==> src/awm_defs.svh <==
`ifndef AWM_DEFS_SVH
`define AWM_DEFS_SVH

// =====================================================================
// register offsets
`define AWM_PA_GOAL_HIGH     8'h16
`define AWM_PA_GOAL_LOW      8'h17
`define AWM_TEMP_GOAL        8'h18
`define AWM_PA_BAND_HIGH     8'h19
`define AWM_PA_BAND_LOW      8'h1A
`define AWM_TEMP_BAND        8'h1B
`define AWM_LOW_PA_HIGH      8'h1C
`define AWM_LOW_PA_MID       8'h1D
`define AWM_LOW_PA_LOW       8'h1E
`define AWM_LOW_TEMP_HIGH    8'h1F
`define AWM_LOW_TEMP_LOW     8'h20
`define AWM_HIGH_PA_HIGH     8'h21
`define AWM_HIGH_PA_MID      8'h22
`define AWM_HIGH_PA_LOW      8'h23

// =====================================================================
// reset values and field layout
`define AWM_RESET_BYTE       8'h00
`define AWM_UNMAPPED_READ    8'h00
`define AWM_LOW_NIBBLE_ZERO  4'h0
`define AWM_ALT_FRAC_BITS    4
`define AWM_PRESS_UNIT_SHIFT 3
`define AWM_LEVEL_LOWER      0
`define AWM_LEVEL_CENTRE     1
`define AWM_LEVEL_UPPER      2
`define AWM_ALL_LEVELS       3'h7
`define AWM_CENTRE_ONLY      3'h2

`endif

==> src/awm_pkg.sv <==
// =====================================================================
// shared types of the alarm window and min/max capture block
package awm_pkg;

    typedef enum logic {
        AWM_BAROMETER = 1'b0,
        AWM_ALTIMETER = 1'b1
    } awm_mode_t;

    // one register access from the host serial port
    typedef struct packed {
        logic       wr;
        logic       rd;
        logic [7:0] addr;
        logic [7:0] wdata;
    } awm_reg_req_t;

    // one completed conversion
    typedef struct packed {
        logic [19:0] press;
        logic [11:0] temp;
    } awm_sample_t;

endpackage

==> src/awm_alarm_capture.sv <==
`timescale 1ns/100ps
`include "awm_defs.svh"
// Function
// - altitude mode: pressure/altitude goal is signed 16-bit whole meters
// - pressure mode: the same goal is unsigned 16-bit in 2 Pa steps
// - band alert flag set when reading lies within goal plus/minus band
// - no pressure/altitude band alert while the band pair is zero
// - temperature goal is signed degrees; flag readings within goal +/- band
// - no temperature band alert while the temperature band is zero
// - pressure/altitude band is unsigned 16-bit, meters or 2 Pa steps
// - flag any pressure/altitude crossing of lower, centre or upper level
// - temperature band unsigned 8-bit; flag any crossing of its three levels
// - hold the lowest pressure/altitude reading in three bytes
// - hold the highest pressure/altitude reading in three bytes
// - altitude extremes: signed 20-bit, 16 integer bits, 4-bit fraction
// - pressure extremes: 18 integer bits and 2-bit fraction, in Pascals
// - hold the lowest temperature reading in two bytes
// - temperature extremes: signed 12-bit, 8 integer, 4-bit fraction
// - extremes zero after reset; host clears them by writing zero
// - mode bit one selects altitude, zero selects pressure
// - zero band: centre crossing only; otherwise any of three levels
// - band alert status needs a non-zero band to trigger
module awm_alarm_capture
    import awm_pkg::*;
(
    input  wire logic         core_clk,
    input  wire logic         reset_n,
    input  wire awm_reg_req_t reg_req,
    input  wire logic         altimeter_select,
    input  wire logic         sample_valid,
    input  wire awm_sample_t  sample,
    output logic [7:0]        reg_rdata,
    output logic              press_band_alert_status,
    output logic              press_threshold_cross_status,
    output logic              temp_band_alert_status,
    output logic              temp_threshold_cross_status
);

    // =================================================================
    // register storage
    logic [15:0]        press_alt_goal;
    logic [15:0]        press_alt_band;
    logic [7:0]         temp_goal;
    logic [7:0]         temp_band;
    logic [19:0]        lowest_press_alt;
    logic [19:0]        highest_press_alt;
    logic [11:0]        lowest_temp;
    logic               lowest_pa_empty;
    logic               highest_pa_empty;
    logic               lowest_temp_empty;
    logic [19:0]        next_lowest_press_alt;
    logic [19:0]        next_highest_press_alt;
    logic [11:0]        next_lowest_temp;
    logic               wr_low_pa;
    logic               wr_high_pa;
    logic               wr_low_temp;
    awm_mode_t          mode;

    // =================================================================
    // comparison datapath
    logic signed [23:0] pa_cur;
    logic signed [23:0] pa_goal_x;
    logic signed [23:0] pa_band_x;
    logic signed [23:0] pa_level [3];
    logic signed [13:0] t_cur;
    logic signed [13:0] t_goal_x;
    logic signed [13:0] t_band_x;
    logic signed [13:0] t_level [3];
    logic [2:0]         pa_above;
    logic [2:0]         t_above;
    logic [2:0]         pa_above_q;
    logic [2:0]         t_above_q;
    logic               have_prev;
    logic [2:0]         pa_mask;
    logic [2:0]         t_mask;
    logic               pa_band_nz;
    logic               t_band_nz;
    logic               pa_in_band;
    logic               t_in_band;
    logic               pa_below_min;
    logic               pa_above_max;
    logic               t_below_min;

    assign mode = altimeter_select ? AWM_ALTIMETER : AWM_BAROMETER;

    // align reading, goal and band to the reading's fixed-point grid
    always_comb begin
        if (mode == AWM_ALTIMETER) begin
            pa_cur    = {{4{sample.press[19]}}, sample.press};
            pa_goal_x = {{4{press_alt_goal[15]}}, press_alt_goal,
                         `AWM_LOW_NIBBLE_ZERO};
            pa_band_x = {4'h0, press_alt_band, `AWM_LOW_NIBBLE_ZERO};
        end else begin
            pa_cur    = {4'h0, sample.press};
            pa_goal_x = {5'h00, press_alt_goal, 3'h0};
            pa_band_x = {5'h00, press_alt_band, 3'h0};
        end
    end

    // signed degree goal, band on the sixteenth-degree grid
    always_comb begin
        t_cur    = {{2{sample.temp[11]}}, sample.temp};
        t_goal_x = {{2{temp_goal[7]}}, temp_goal, `AWM_LOW_NIBBLE_ZERO};
        t_band_x = {2'h0, temp_band, `AWM_LOW_NIBBLE_ZERO};
    end

    // three levels of each window
    assign pa_level[`AWM_LEVEL_LOWER]  = pa_goal_x - pa_band_x;
    assign pa_level[`AWM_LEVEL_CENTRE] = pa_goal_x;
    assign pa_level[`AWM_LEVEL_UPPER]  = pa_goal_x + pa_band_x;
    assign t_level[`AWM_LEVEL_LOWER]   = t_goal_x - t_band_x;
    assign t_level[`AWM_LEVEL_CENTRE]  = t_goal_x;
    assign t_level[`AWM_LEVEL_UPPER]   = t_goal_x + t_band_x;

    // side of each level the current reading sits on
    for (genvar i = 0; i < 3; i++) begin : g_level
        assign pa_above[i] = (pa_cur >= pa_level[i]);
        assign t_above[i]  = (t_cur >= t_level[i]);
    end

    assign pa_band_nz = (press_alt_band != 16'h0000);
    assign t_band_nz  = (temp_band != 8'h00);

    // inside goal plus/minus band, both edges included
    assign pa_in_band = pa_band_nz
                      && pa_above[`AWM_LEVEL_LOWER]
                      && (pa_cur <= pa_level[`AWM_LEVEL_UPPER]);
    assign t_in_band  = t_band_nz
                      && t_above[`AWM_LEVEL_LOWER]
                      && (t_cur <= t_level[`AWM_LEVEL_UPPER]);

    // zero band watches the centre level only
    assign pa_mask = pa_band_nz ? `AWM_ALL_LEVELS : `AWM_CENTRE_ONLY;
    assign t_mask  = t_band_nz ? `AWM_ALL_LEVELS : `AWM_CENTRE_ONLY;

    always_comb begin
        if (mode == AWM_ALTIMETER) begin
            pa_below_min = $signed(sample.press) < $signed(lowest_press_alt);
            pa_above_max = $signed(sample.press) > $signed(highest_press_alt);
        end else begin
            pa_below_min = sample.press < lowest_press_alt;
            pa_above_max = sample.press > highest_press_alt;
        end
    end

    assign t_below_min = $signed(sample.temp) < $signed(lowest_temp);

    // =================================================================
    // host writes
    assign wr_low_pa   = reg_req.wr
                       && (reg_req.addr >= `AWM_LOW_PA_HIGH)
                       && (reg_req.addr <= `AWM_LOW_PA_LOW);
    assign wr_high_pa  = reg_req.wr
                       && (reg_req.addr >= `AWM_HIGH_PA_HIGH)
                       && (reg_req.addr <= `AWM_HIGH_PA_LOW);
    assign wr_low_temp = reg_req.wr
                       && ((reg_req.addr == `AWM_LOW_TEMP_HIGH)
                       || (reg_req.addr == `AWM_LOW_TEMP_LOW));

    // byte merge of a write into the held extremes
    always_comb begin
        next_lowest_press_alt  = lowest_press_alt;
        next_highest_press_alt = highest_press_alt;
        next_lowest_temp       = lowest_temp;
        unique case (reg_req.addr)
            `AWM_LOW_PA_HIGH:   next_lowest_press_alt[19:12]  = reg_req.wdata;
            `AWM_LOW_PA_MID:    next_lowest_press_alt[11:4]   = reg_req.wdata;
            `AWM_LOW_PA_LOW:
                next_lowest_press_alt[3:0] = reg_req.wdata[7:4];
            `AWM_HIGH_PA_HIGH:  next_highest_press_alt[19:12] = reg_req.wdata;
            `AWM_HIGH_PA_MID:   next_highest_press_alt[11:4]  = reg_req.wdata;
            `AWM_HIGH_PA_LOW:
                next_highest_press_alt[3:0] = reg_req.wdata[7:4];
            `AWM_LOW_TEMP_HIGH: next_lowest_temp[11:4]        = reg_req.wdata;
            `AWM_LOW_TEMP_LOW:  next_lowest_temp[3:0] = reg_req.wdata[7:4];
            default: begin
            end
        endcase
    end

    // goal and band registers
    always_ff @(posedge core_clk) begin
        if (!reset_n) begin
            press_alt_goal <= {`AWM_RESET_BYTE, `AWM_RESET_BYTE};
            press_alt_band <= {`AWM_RESET_BYTE, `AWM_RESET_BYTE};
            temp_goal      <= `AWM_RESET_BYTE;
            temp_band      <= `AWM_RESET_BYTE;
        end else if (reg_req.wr) begin
            unique case (reg_req.addr)
                `AWM_PA_GOAL_HIGH: press_alt_goal[15:8] <= reg_req.wdata;
                `AWM_PA_GOAL_LOW:  press_alt_goal[7:0]  <= reg_req.wdata;
                `AWM_TEMP_GOAL:    temp_goal            <= reg_req.wdata;
                `AWM_PA_BAND_HIGH: press_alt_band[15:8] <= reg_req.wdata;
                `AWM_PA_BAND_LOW:  press_alt_band[7:0]  <= reg_req.wdata;
                `AWM_TEMP_BAND:    temp_band            <= reg_req.wdata;
                default: begin
                end
            endcase
        end
    end

    // =================================================================
    // extremes; a capture wins over a host write in the same cycle
    // lowest pressure/altitude
    always_ff @(posedge core_clk) begin
        if (!reset_n) begin
            lowest_press_alt <= 20'h00000;
            lowest_pa_empty  <= 1'b1;
        end else if (sample_valid && (lowest_pa_empty || pa_below_min)) begin
            lowest_press_alt <= sample.press;
            lowest_pa_empty  <= 1'b0;
        end else if (wr_low_pa) begin
            lowest_press_alt <= next_lowest_press_alt;
            lowest_pa_empty  <= (next_lowest_press_alt == 20'h00000);
        end
    end

    always_ff @(posedge core_clk) begin
        if (!reset_n) begin
            highest_press_alt <= 20'h00000;
            highest_pa_empty  <= 1'b1;
        end else if (sample_valid
                     && (highest_pa_empty || pa_above_max)) begin
            highest_press_alt <= sample.press;
            highest_pa_empty  <= 1'b0;
        end else if (wr_high_pa) begin
            highest_press_alt <= next_highest_press_alt;
            highest_pa_empty  <= (next_highest_press_alt == 20'h00000);
        end
    end

    always_ff @(posedge core_clk) begin
        if (!reset_n) begin
            lowest_temp       <= 12'h000;
            lowest_temp_empty <= 1'b1;
        end else if (sample_valid && (lowest_temp_empty || t_below_min)) begin
            lowest_temp       <= sample.temp;
            lowest_temp_empty <= 1'b0;
        end else if (wr_low_temp) begin
            lowest_temp       <= next_lowest_temp;
            lowest_temp_empty <= (next_lowest_temp == 12'h000);
        end
    end

    // =================================================================
    // alarm flags
    // previous side of each level, for crossing detection
    always_ff @(posedge core_clk) begin
        if (!reset_n) begin
            pa_above_q <= 3'h0;
            t_above_q  <= 3'h0;
            have_prev  <= 1'b0;
        end else if (sample_valid) begin
            pa_above_q <= pa_above;
            t_above_q  <= t_above;
            have_prev  <= 1'b1;
        end
    end

    // band alerts hold the last reading's verdict
    always_ff @(posedge core_clk) begin
        if (!reset_n) begin
            press_band_alert_status <= 1'b0;
            temp_band_alert_status  <= 1'b0;
        end else if (sample_valid) begin
            press_band_alert_status <= pa_in_band;
            temp_band_alert_status  <= t_in_band;
        end
    end

    // crossing flags pulse for one cycle per reading
    always_ff @(posedge core_clk) begin
        if (!reset_n) begin
            press_threshold_cross_status <= 1'b0;
            temp_threshold_cross_status  <= 1'b0;
        end else begin
            press_threshold_cross_status <= sample_valid && have_prev
                && |((pa_above ^ pa_above_q) & pa_mask);
            temp_threshold_cross_status  <= sample_valid && have_prev
                && |((t_above ^ t_above_q) & t_mask);
        end
    end

    // =================================================================
    // read data, one cycle after the read strobe
    always_ff @(posedge core_clk) begin
        if (!reset_n) begin
            reg_rdata <= `AWM_RESET_BYTE;
        end else if (reg_req.rd) begin
            unique case (reg_req.addr)
                `AWM_PA_GOAL_HIGH:  reg_rdata <= press_alt_goal[15:8];
                `AWM_PA_GOAL_LOW:   reg_rdata <= press_alt_goal[7:0];
                `AWM_TEMP_GOAL:     reg_rdata <= temp_goal;
                `AWM_PA_BAND_HIGH:  reg_rdata <= press_alt_band[15:8];
                `AWM_PA_BAND_LOW:   reg_rdata <= press_alt_band[7:0];
                `AWM_TEMP_BAND:     reg_rdata <= temp_band;
                // same bit layout in pressure mode
                `AWM_LOW_PA_HIGH:   reg_rdata <= lowest_press_alt[19:12];
                `AWM_LOW_PA_MID:    reg_rdata <= lowest_press_alt[11:4];
                `AWM_LOW_PA_LOW:
                    reg_rdata <= {lowest_press_alt[3:0], `AWM_LOW_NIBBLE_ZERO};
                `AWM_LOW_TEMP_HIGH: reg_rdata <= lowest_temp[11:4];
                `AWM_LOW_TEMP_LOW:
                    reg_rdata <= {lowest_temp[3:0], `AWM_LOW_NIBBLE_ZERO};
                `AWM_HIGH_PA_HIGH:  reg_rdata <= highest_press_alt[19:12];
                `AWM_HIGH_PA_MID:   reg_rdata <= highest_press_alt[11:4];
                `AWM_HIGH_PA_LOW:
                    reg_rdata <= {highest_press_alt[3:0], `AWM_LOW_NIBBLE_ZERO};
                default:            reg_rdata <= `AWM_UNMAPPED_READ;
            endcase
        end
    end

endmodule

==> config.mk <==
export PLATFORM = sky130hd
export DESIGN_NAME = awm_alarm_capture
export DESIGN_NICKNAME = d
export VERILOG_FILES = /design/src/awm_pkg.sv /design/src/awm_alarm_capture.sv
export VERILOG_INCLUDE_DIRS = /design/src /design/src/src
export SDC_FILE = /design/constraint.sdc
export NUM_CORES = 1
export LEC_CHECK = 0
export BUFFER_PORTS_ARGS = -buffer_cell sky130_fd_sc_hd__buf_2
export CORE_AREA = 2 2 144 146
export DETAILED_ROUTE_END_ITERATION = 8
export DIE_AREA = 0 0 146 148
export HOLD_SLACK_MARGIN = 0.1
export PLACE_DENSITY_LB_ADDON = 0.1
export SLEW_MARGIN = 20
export SYNTH_ARGS = -nofsm -noshare
export SYNTH_HDL_FRONTEND = slang
export SYNTH_SLANG_ARGS = --single-unit
==> constraint.sdc <==
create_clock -name core_clk -period 5.7 [get_ports core_clk]
set_input_delay 0.57 -clock core_clk [delete_from_list [all_inputs] [get_ports core_clk]]
set_output_delay 0.57 -clock core_clk [all_outputs]
set_load 0.03 [all_outputs]
==> flow_summary.json, run 1 <==
{
  "crit_buf_inv": 1,
  "totalPowerFinal_mw": 2.61,
  "cp-end-kind": "register",
  "worst_slew_pin_slew_ps": 939,
  "finalNetCount": 1849,
  "pin_count": 66,
  "drive_above_1_share": 0.110,
  "start_util": 0.628,
  "synthCells": 1567,
  "critPathKind": "register to register",
  "ant_nets": 0,
  "power_leakage_nw": 6.14,
  "setup_violations": 0,
  "cts.path.max_buffers": 2,
  "grt_pass1_vias": 11400,
  "synth_area_leaders": "dfxtp_1, ha_1, mux2i_1",
  "wl_mm": 39.8,
  "async_reset_ff_frac": 0,
  "synth_top_area_share": 0.194,
  "mostFrequentLayoutCells": "ha_1, nand2_1, inv_1, mux2i_1, dfxtp_1",
  "holdPathStages": 3,
  "core-area_sq_mm": 0.0200,
  "synth.net_count": 1816,
  "final_util": 0.679,
  "max-cap-violations": 0,
  "cts-buffers-inserted": 17,
  "period_share": 0.915,
  "syn_area_sq_mm": 0.0126,
  "fillers": 1804,
  "antenna_found_initial": 1,
  "wire_per_inst_um": 21.1,
  "place_area_sq_mm": 0.0130,
  "slew_viol_final": 0,
  "die_area_sq_mm": 0.0216,
  "drcViolationCount": 0,
  "clk_pin_slew_worst_paths_ps": 70,
  "grt_first_pass_wirelength_mm": 61.6,
  "slew_headroom": 0.372,
  "die_h_um": 148,
  "num_vias": 11800,
  "track_usage": 0.366,
  "syn-mean-instance-area_sq_um": 8.03,
  "clk_latency_ps": 440,
  "hold_path_class": "primary input to register",
  "cts_tree": "done",
  "die_x_um": 146,
  "stdcell_count": 1885,
  "r2r-start": "press_alt_band[0]",
  "clkSinkCount": 122,
  "grt_remaining_overflow": 0,
  "rsz0062_at_grt": "no",
  "io_buffers": 65,
  "fmax_mhz": 192,
  "hpwl_mm": 30.6,
  "required_ps": 5980,
  "status": "completed",
  "crit_fanout": 6,
  "synthFlopType": "dfxtp_1",
  "cp.arrival_ps": 5500,
  "postLayoutCellArea_sq_mm": 0.0136,
  "cp_top_family": "compound AO/OA/AOI/OAI gates",
  "ys_seq_area_frac": 0.194,
  "cp-start-kind": "register",
  "drtPass1Iterations": 7,
  "worst_path_max_delay_cell": "dfxtp_1",
  "finalHoldViolCount": 0,
  "synth_cell_types": 84,
  "reg2reg_to": "press_band_alert_status",
  "fin_setup_tns_ps": 0,
  "postCtsSetupRepairBufs": 0,
  "area_growth_pct": 8.17,
  "yosys.area.top_type": "dfxtp_1",
  "reg2reg_slack_ps": 490,
  "yosysWarnings": 0,
  "rows": 52,
  "crit_path_cell_trace": "nor2b_1 > ha_1 > inv_1 > fa_1 > o21bai_1 > a21oi_1 > o41ai_1 > nor2b_1 > o41a_1 > o21ai_0 > o221ai_1 > xnor2_1 > ha_1 > nand4_1 > nor4_1 > o21ai_0 > a31o_2 > o2111ai_1 > a21oi_1",
  "hold_buffers": 0,
  "ir_drop_uv": 191,
  "grt_max_degree": 62,
  "vias_per_cell": 6.24,
  "cts-htree-levels": 4,
  "skew_ps": 11.8,
  "cts_root_buffer": "clkbuf_16",
  "reg2reg_depth": 19,
  "cts_resized": 0,
  "layout_commonest_cell": "ha_1",
  "holdCritStartpoint": "sample[4]",
  "fin_crit_ps": 5210,
  "synth_seq_cells": 122,
  "min_to": "lowest_temp[4]",
  "dpl.cell_count": 1851,
  "drt-initial-drc-count": 995,
  "crit_path_max_incr_delay_ps": 500,
  "gp_congestion": 1.04,
  "synth_edf_count": 0,
  "cellPowerDensity_mw_per_mm2": 192
}
registers in the layout (all words and copies together) (netlist names), 3 cells and up:
name	cells
press_alt_band	16
press_alt_goal	16
t_above_q	3
highest_press_alt	20
pa_above_q	3
temp_goal	8
temp_band	8
reg_rdata	8
lowest_press_alt	20
lowest_temp	12
where the power goes:
| group | switching (mW) | leakage [nW] | internal (mW) | total [mW] |
|---|---|---|---|---|
| clock network | 0.457 | 0.280 | 0.653 | 1.11 |
| logic | 0.336 | 4.87 | 0.222 | 0.558 |
| registers | 0.0459 | 0.996 | 0.892 | 0.938 |
routing by layer:
| metal | track usage | part of all wire | up-vias |
|---|---|---|---|
| met1 | 0.462 | 0.43 | 5463 |
| met3 | 0.0627 | 0.071 | 134 |
| li1 | - | - | 5685 |
| met5 | 0 | 0 | - |
| met2 | 0.599 | 0.44 | 471 |
| met4 | 0.198 | 0.058 | 0 |
Yosys cell counts, drive strengths merged (4+ instances only):
cell type / instances
or3: 10
nand2b: 22
mux2i: 140
nor2b: 19
and3: 11
xor2: 8
o22ai: 6
nand4: 19
nand2: 167
a31oi: 12
o21bai: 9
and2: 9
fa: 4
a21oi: 106
mux2: 34
ha: 191
nor2: 111
nand3: 31
a21o: 23
nor3: 23
o211ai: 11
o221ai: 8
or4: 5
buf: 22
mux4: 4
a2111oi: 5
xnor2: 37
o21ai: 84
a211oi: 13
a221oi: 9
inv: 147
o31ai: 4
a22oi: 7
dfxtp: 122
o21a: 19
clkbuf: 38
nor4: 30
metrics by stage:
step | setup slack [ps] | hold slack (ps)
global route | 12.0 | 421
finish | 485 | 403
CTS | 549 | 401
detailed placement | 240 | 475
floorplan | 496 | 449
global placement | 434 | 465
layout make-up:
type / instances / area [sq um] / share of cell area
multi-input cells: 1233 / 9250 / 0.680
diodes: 2 / 5.00 / 0.000368
inverters: 149 / 559 / 0.0411
clock inverters: 14 / 164 / 0.0120
clock buffers: 18 / 429 / 0.0315
flip-flops and latches: 122 / 2440 / 0.180
well taps: 270 / 338 / 0.0248
repair buffers: 77 / 415 / 0.0305
logic make-up after synthesis:
family | after synthesis | share of synthesized area
compound gates | 346 | 0.178
xor+xnor | 45 | 0.0313
fa+ha+maj | 195 | 0.196
buf+inv | 212 | 0.0702
flops | 122 | 0.194
mux | 178 | 0.149
simple gates | 469 | 0.181
worst min-delay path, delay by kind of cell:
kind / cells / cell delay, ps
buffers and inverters: 1 / 110
multiplexers: 1 / 60
AND/OR/NAND/NOR: 1 / 50
worst max-delay path by stage:
stage,from,to,slack (ps),cells after the start
floorplan,altimeter_select,press_threshold_cross_status,500,22
global placement,altimeter_select,press_threshold_cross_status,430,22
detailed placement,altimeter_select,press_band_alert_status,240,20
CTS,press_alt_band[0],press_band_alert_status,550,19
global route,altimeter_select,press_band_alert_status,10,20
finish,press_alt_band[0],press_band_alert_status,490,19
Note: power is estimated with default switching activity, not from simulation.
==> inputs of run 2 (changes only) <==
--- a/config.mk
+++ b/config.mk
@@ -8,4 +8,5 @@
 export LEC_CHECK = 0
 export BUFFER_PORTS_ARGS = -buffer_cell sky130_fd_sc_hd__buf_2
+export CAP_MARGIN = 30
 export CORE_AREA = 2 2 144 146
 export DETAILED_ROUTE_END_ITERATION = 8
@@ -13,4 +14,5 @@
 export HOLD_SLACK_MARGIN = 0.1
 export PLACE_DENSITY_LB_ADDON = 0.1
+export SETUP_SLACK_MARGIN = 0.02
 export SLEW_MARGIN = 20
 export SYNTH_ARGS = -nofsm -noshare
==> constraint.sdc (replaced) <==
create_clock -name core_clk -period 5.7 [get_ports core_clk]
set_input_delay 0.285 -clock core_clk [delete_from_list [all_inputs] [get_ports core_clk]]
set_output_delay 0.285 -clock core_clk [all_outputs]
set_load 0.03 [all_outputs]
==> flow_summary.json, run 2 (synthesized netlist as in run 1, its figures left out) <==
{
  "die_h_um": 148,
  "core-area_sq_mm": 0.0200,
  "reg_top3": "highest_press_alt x20, lowest_press_alt x20",
  "io_buffers": 65,
  "layout_commonest_cell": "ha_1",
  "skew_ps": 8.26,
  "hpwl_mm": 30.6,
  "fin_ws_ps": 467,
  "max-cap-violations": 0,
  "crit_fanout": 4,
  "mostFrequentLayoutCells": "ha_1, nand2_1, inv_1, mux2i_1, dfxtp_1",
  "grt_max_degree": 95,
  "clkSinkCount": 122,
  "clk_pin_slew_worst_paths_ps": 60,
  "fmax_mhz": 191,
  "drtPass1Iterations": 6,
  "worst_slew_pin_slew_ps": 1020,
  "rows": 52,
  "start_util": 0.628,
  "setup_violations": 0,
  "diodes": 0,
  "grt_pass1_vias": 11200,
  "multi_input_area_sq_mm": 0.00926,
  "critPathKind": "register to register",
  "num_vias": 12000,
  "ir_drop_uv": 222,
  "antenna_found_initial": 1,
  "pin_count": 66,
  "cellPowerDensity_mw_per_mm2": 199,
  "die_area_sq_mm": 0.0216,
  "slew_headroom": 0.315,
  "wl_mm": 40.5,
  "cts-htree-levels": 4,
  "dpl.cell_count": 1848,
  "wire_per_inst_um": 21.5,
  "ant_nets": 0,
  "drcViolationCount": 0,
  "die_x_um": 146,
  "cp-end-kind": "register",
  "track_usage": 0.372,
  "grt_first_pass_wirelength_mm": 62.5,
  "cp-start-kind": "register",
  "place_area_sq_mm": 0.0130,
  "fin_setup_tns_ps": 0,
  "rsz0062_at_grt": "no",
  "hold_path_class": "primary input to register",
  "fin_crit_ps": 5230,
  "postLayoutCellArea_sq_mm": 0.0137,
  "cp.arrival_ps": 5600,
  "slew_viol_final": 0,
  "drive_above_1_share": 0.110,
  "cts.path.max_buffers": 2,
  "finalNetCount": 1848,
  "power_leakage_nw": 6.18,
  "stdcell_count": 1881,
  "fillers": 1748,
  "seqCellArea_sq_mm": 0.00244,
  "finalHoldViolCount": 0,
  "period_share": 0.918,
  "grt_remaining_overflow": 0,
  "status": "completed",
  "clk_latency_ps": 440,
  "vias_per_cell": 6.39,
  "cts_tree": "done",
  "cts-buffers-inserted": 17,
  "drt-initial-drc-count": 1167,
  "required_ps": 6060,
  "area_growth_pct": 8.65,
  "gp_congestion": 1.03,
  "cts_root_buffer": "clkbuf_16",
  "post-place-ws_ps": 426
}
run 2: cell count changes in the layout (fill, tap and decap cells not counted), sizes merged:
cell / delta
clkbuf: -1
clkinv: -1
inv: -2
diode: -2
bufinv: +3
buf: -1
run 2: cell type report:
| class | instances | area share |
|---|---|---|
| clock buffers | 17 | 0.0311 |
| clock inverters | 14 | 0.0162 |
| inverters | 149 | 0.0409 |
| multi-input cells | 1233 | 0.678 |
| flip-flops and latches | 122 | 0.179 |
| well taps | 270 | 0.0247 |
| repair buffers | 76 | 0.0308 |
run 2: final timing paths:
| kind | from | endpoint | slack (ps) | cells past startpoint |
|---|---|---|---|---|
| min | sample[0] | lowest_temp[0] | 120 | 3 |
| min reg2reg | have_prev | have_prev | 480 | 2 |
| max | press_alt_goal[0] | press_threshold_cross_status | 470 | 21 |
| max reg2reg | press_alt_goal[0] | press_threshold_cross_status | 470 | 21 |
run 2: worst max-delay path: stages (launching register included):
cell      delay [ps]
dfxtp_1          380
nor2b_1          260
inv_1             70
ha_1             230
fa_1             410
nor2b_1          130
o21a_1           130
o21ai_0          160
a211oi_1         390
o221ai_1         230
a21oi_1          410
nor4_1            90
a311o_1          340
ha_1             320
a21oi_1          130
o221ai_1         140
a21oi_1          160
o221ai_1         140
or3_1            470
and2_1           210
o211a_1          210
o21ai_0          130
run 2: power by group:
group | internal (mW) | switching, mW | leakage (nW)
Clock | 0.776 | 0.445 | 0.306
Sequential | 0.892 | 0.0463 | 0.996
Combinational | 0.222 | 0.342 | 4.87
run 2: routing by layer:
metal,up-vias,share of wire,track usage
met5,-,0,0
met4,0,0.060,0.199
met3,146,0.085,0.0577
met2,583,0.44,0.590
met1,5629,0.42,0.490
li1,5661,-,-
run 2: through the flow:
step	util	power (mW)	hold WS (ps)
6_report	0.682	2.72	116
2_1_floorplan	-	1.32	427
3_3_place_gp	0.648	1.49	462
5_1_grt	0.682	2.81	136
4_1_cts	0.680	2.71	118
3_5_place_dp	0.648	1.50	472
run 2: what timing repair did:
action / in CTS / in global routing
resized for setup: 0 / 1
setup buffers: 0 / 0
hold buffers: 0 / 0
setup endpoints to repair: 0 / 1
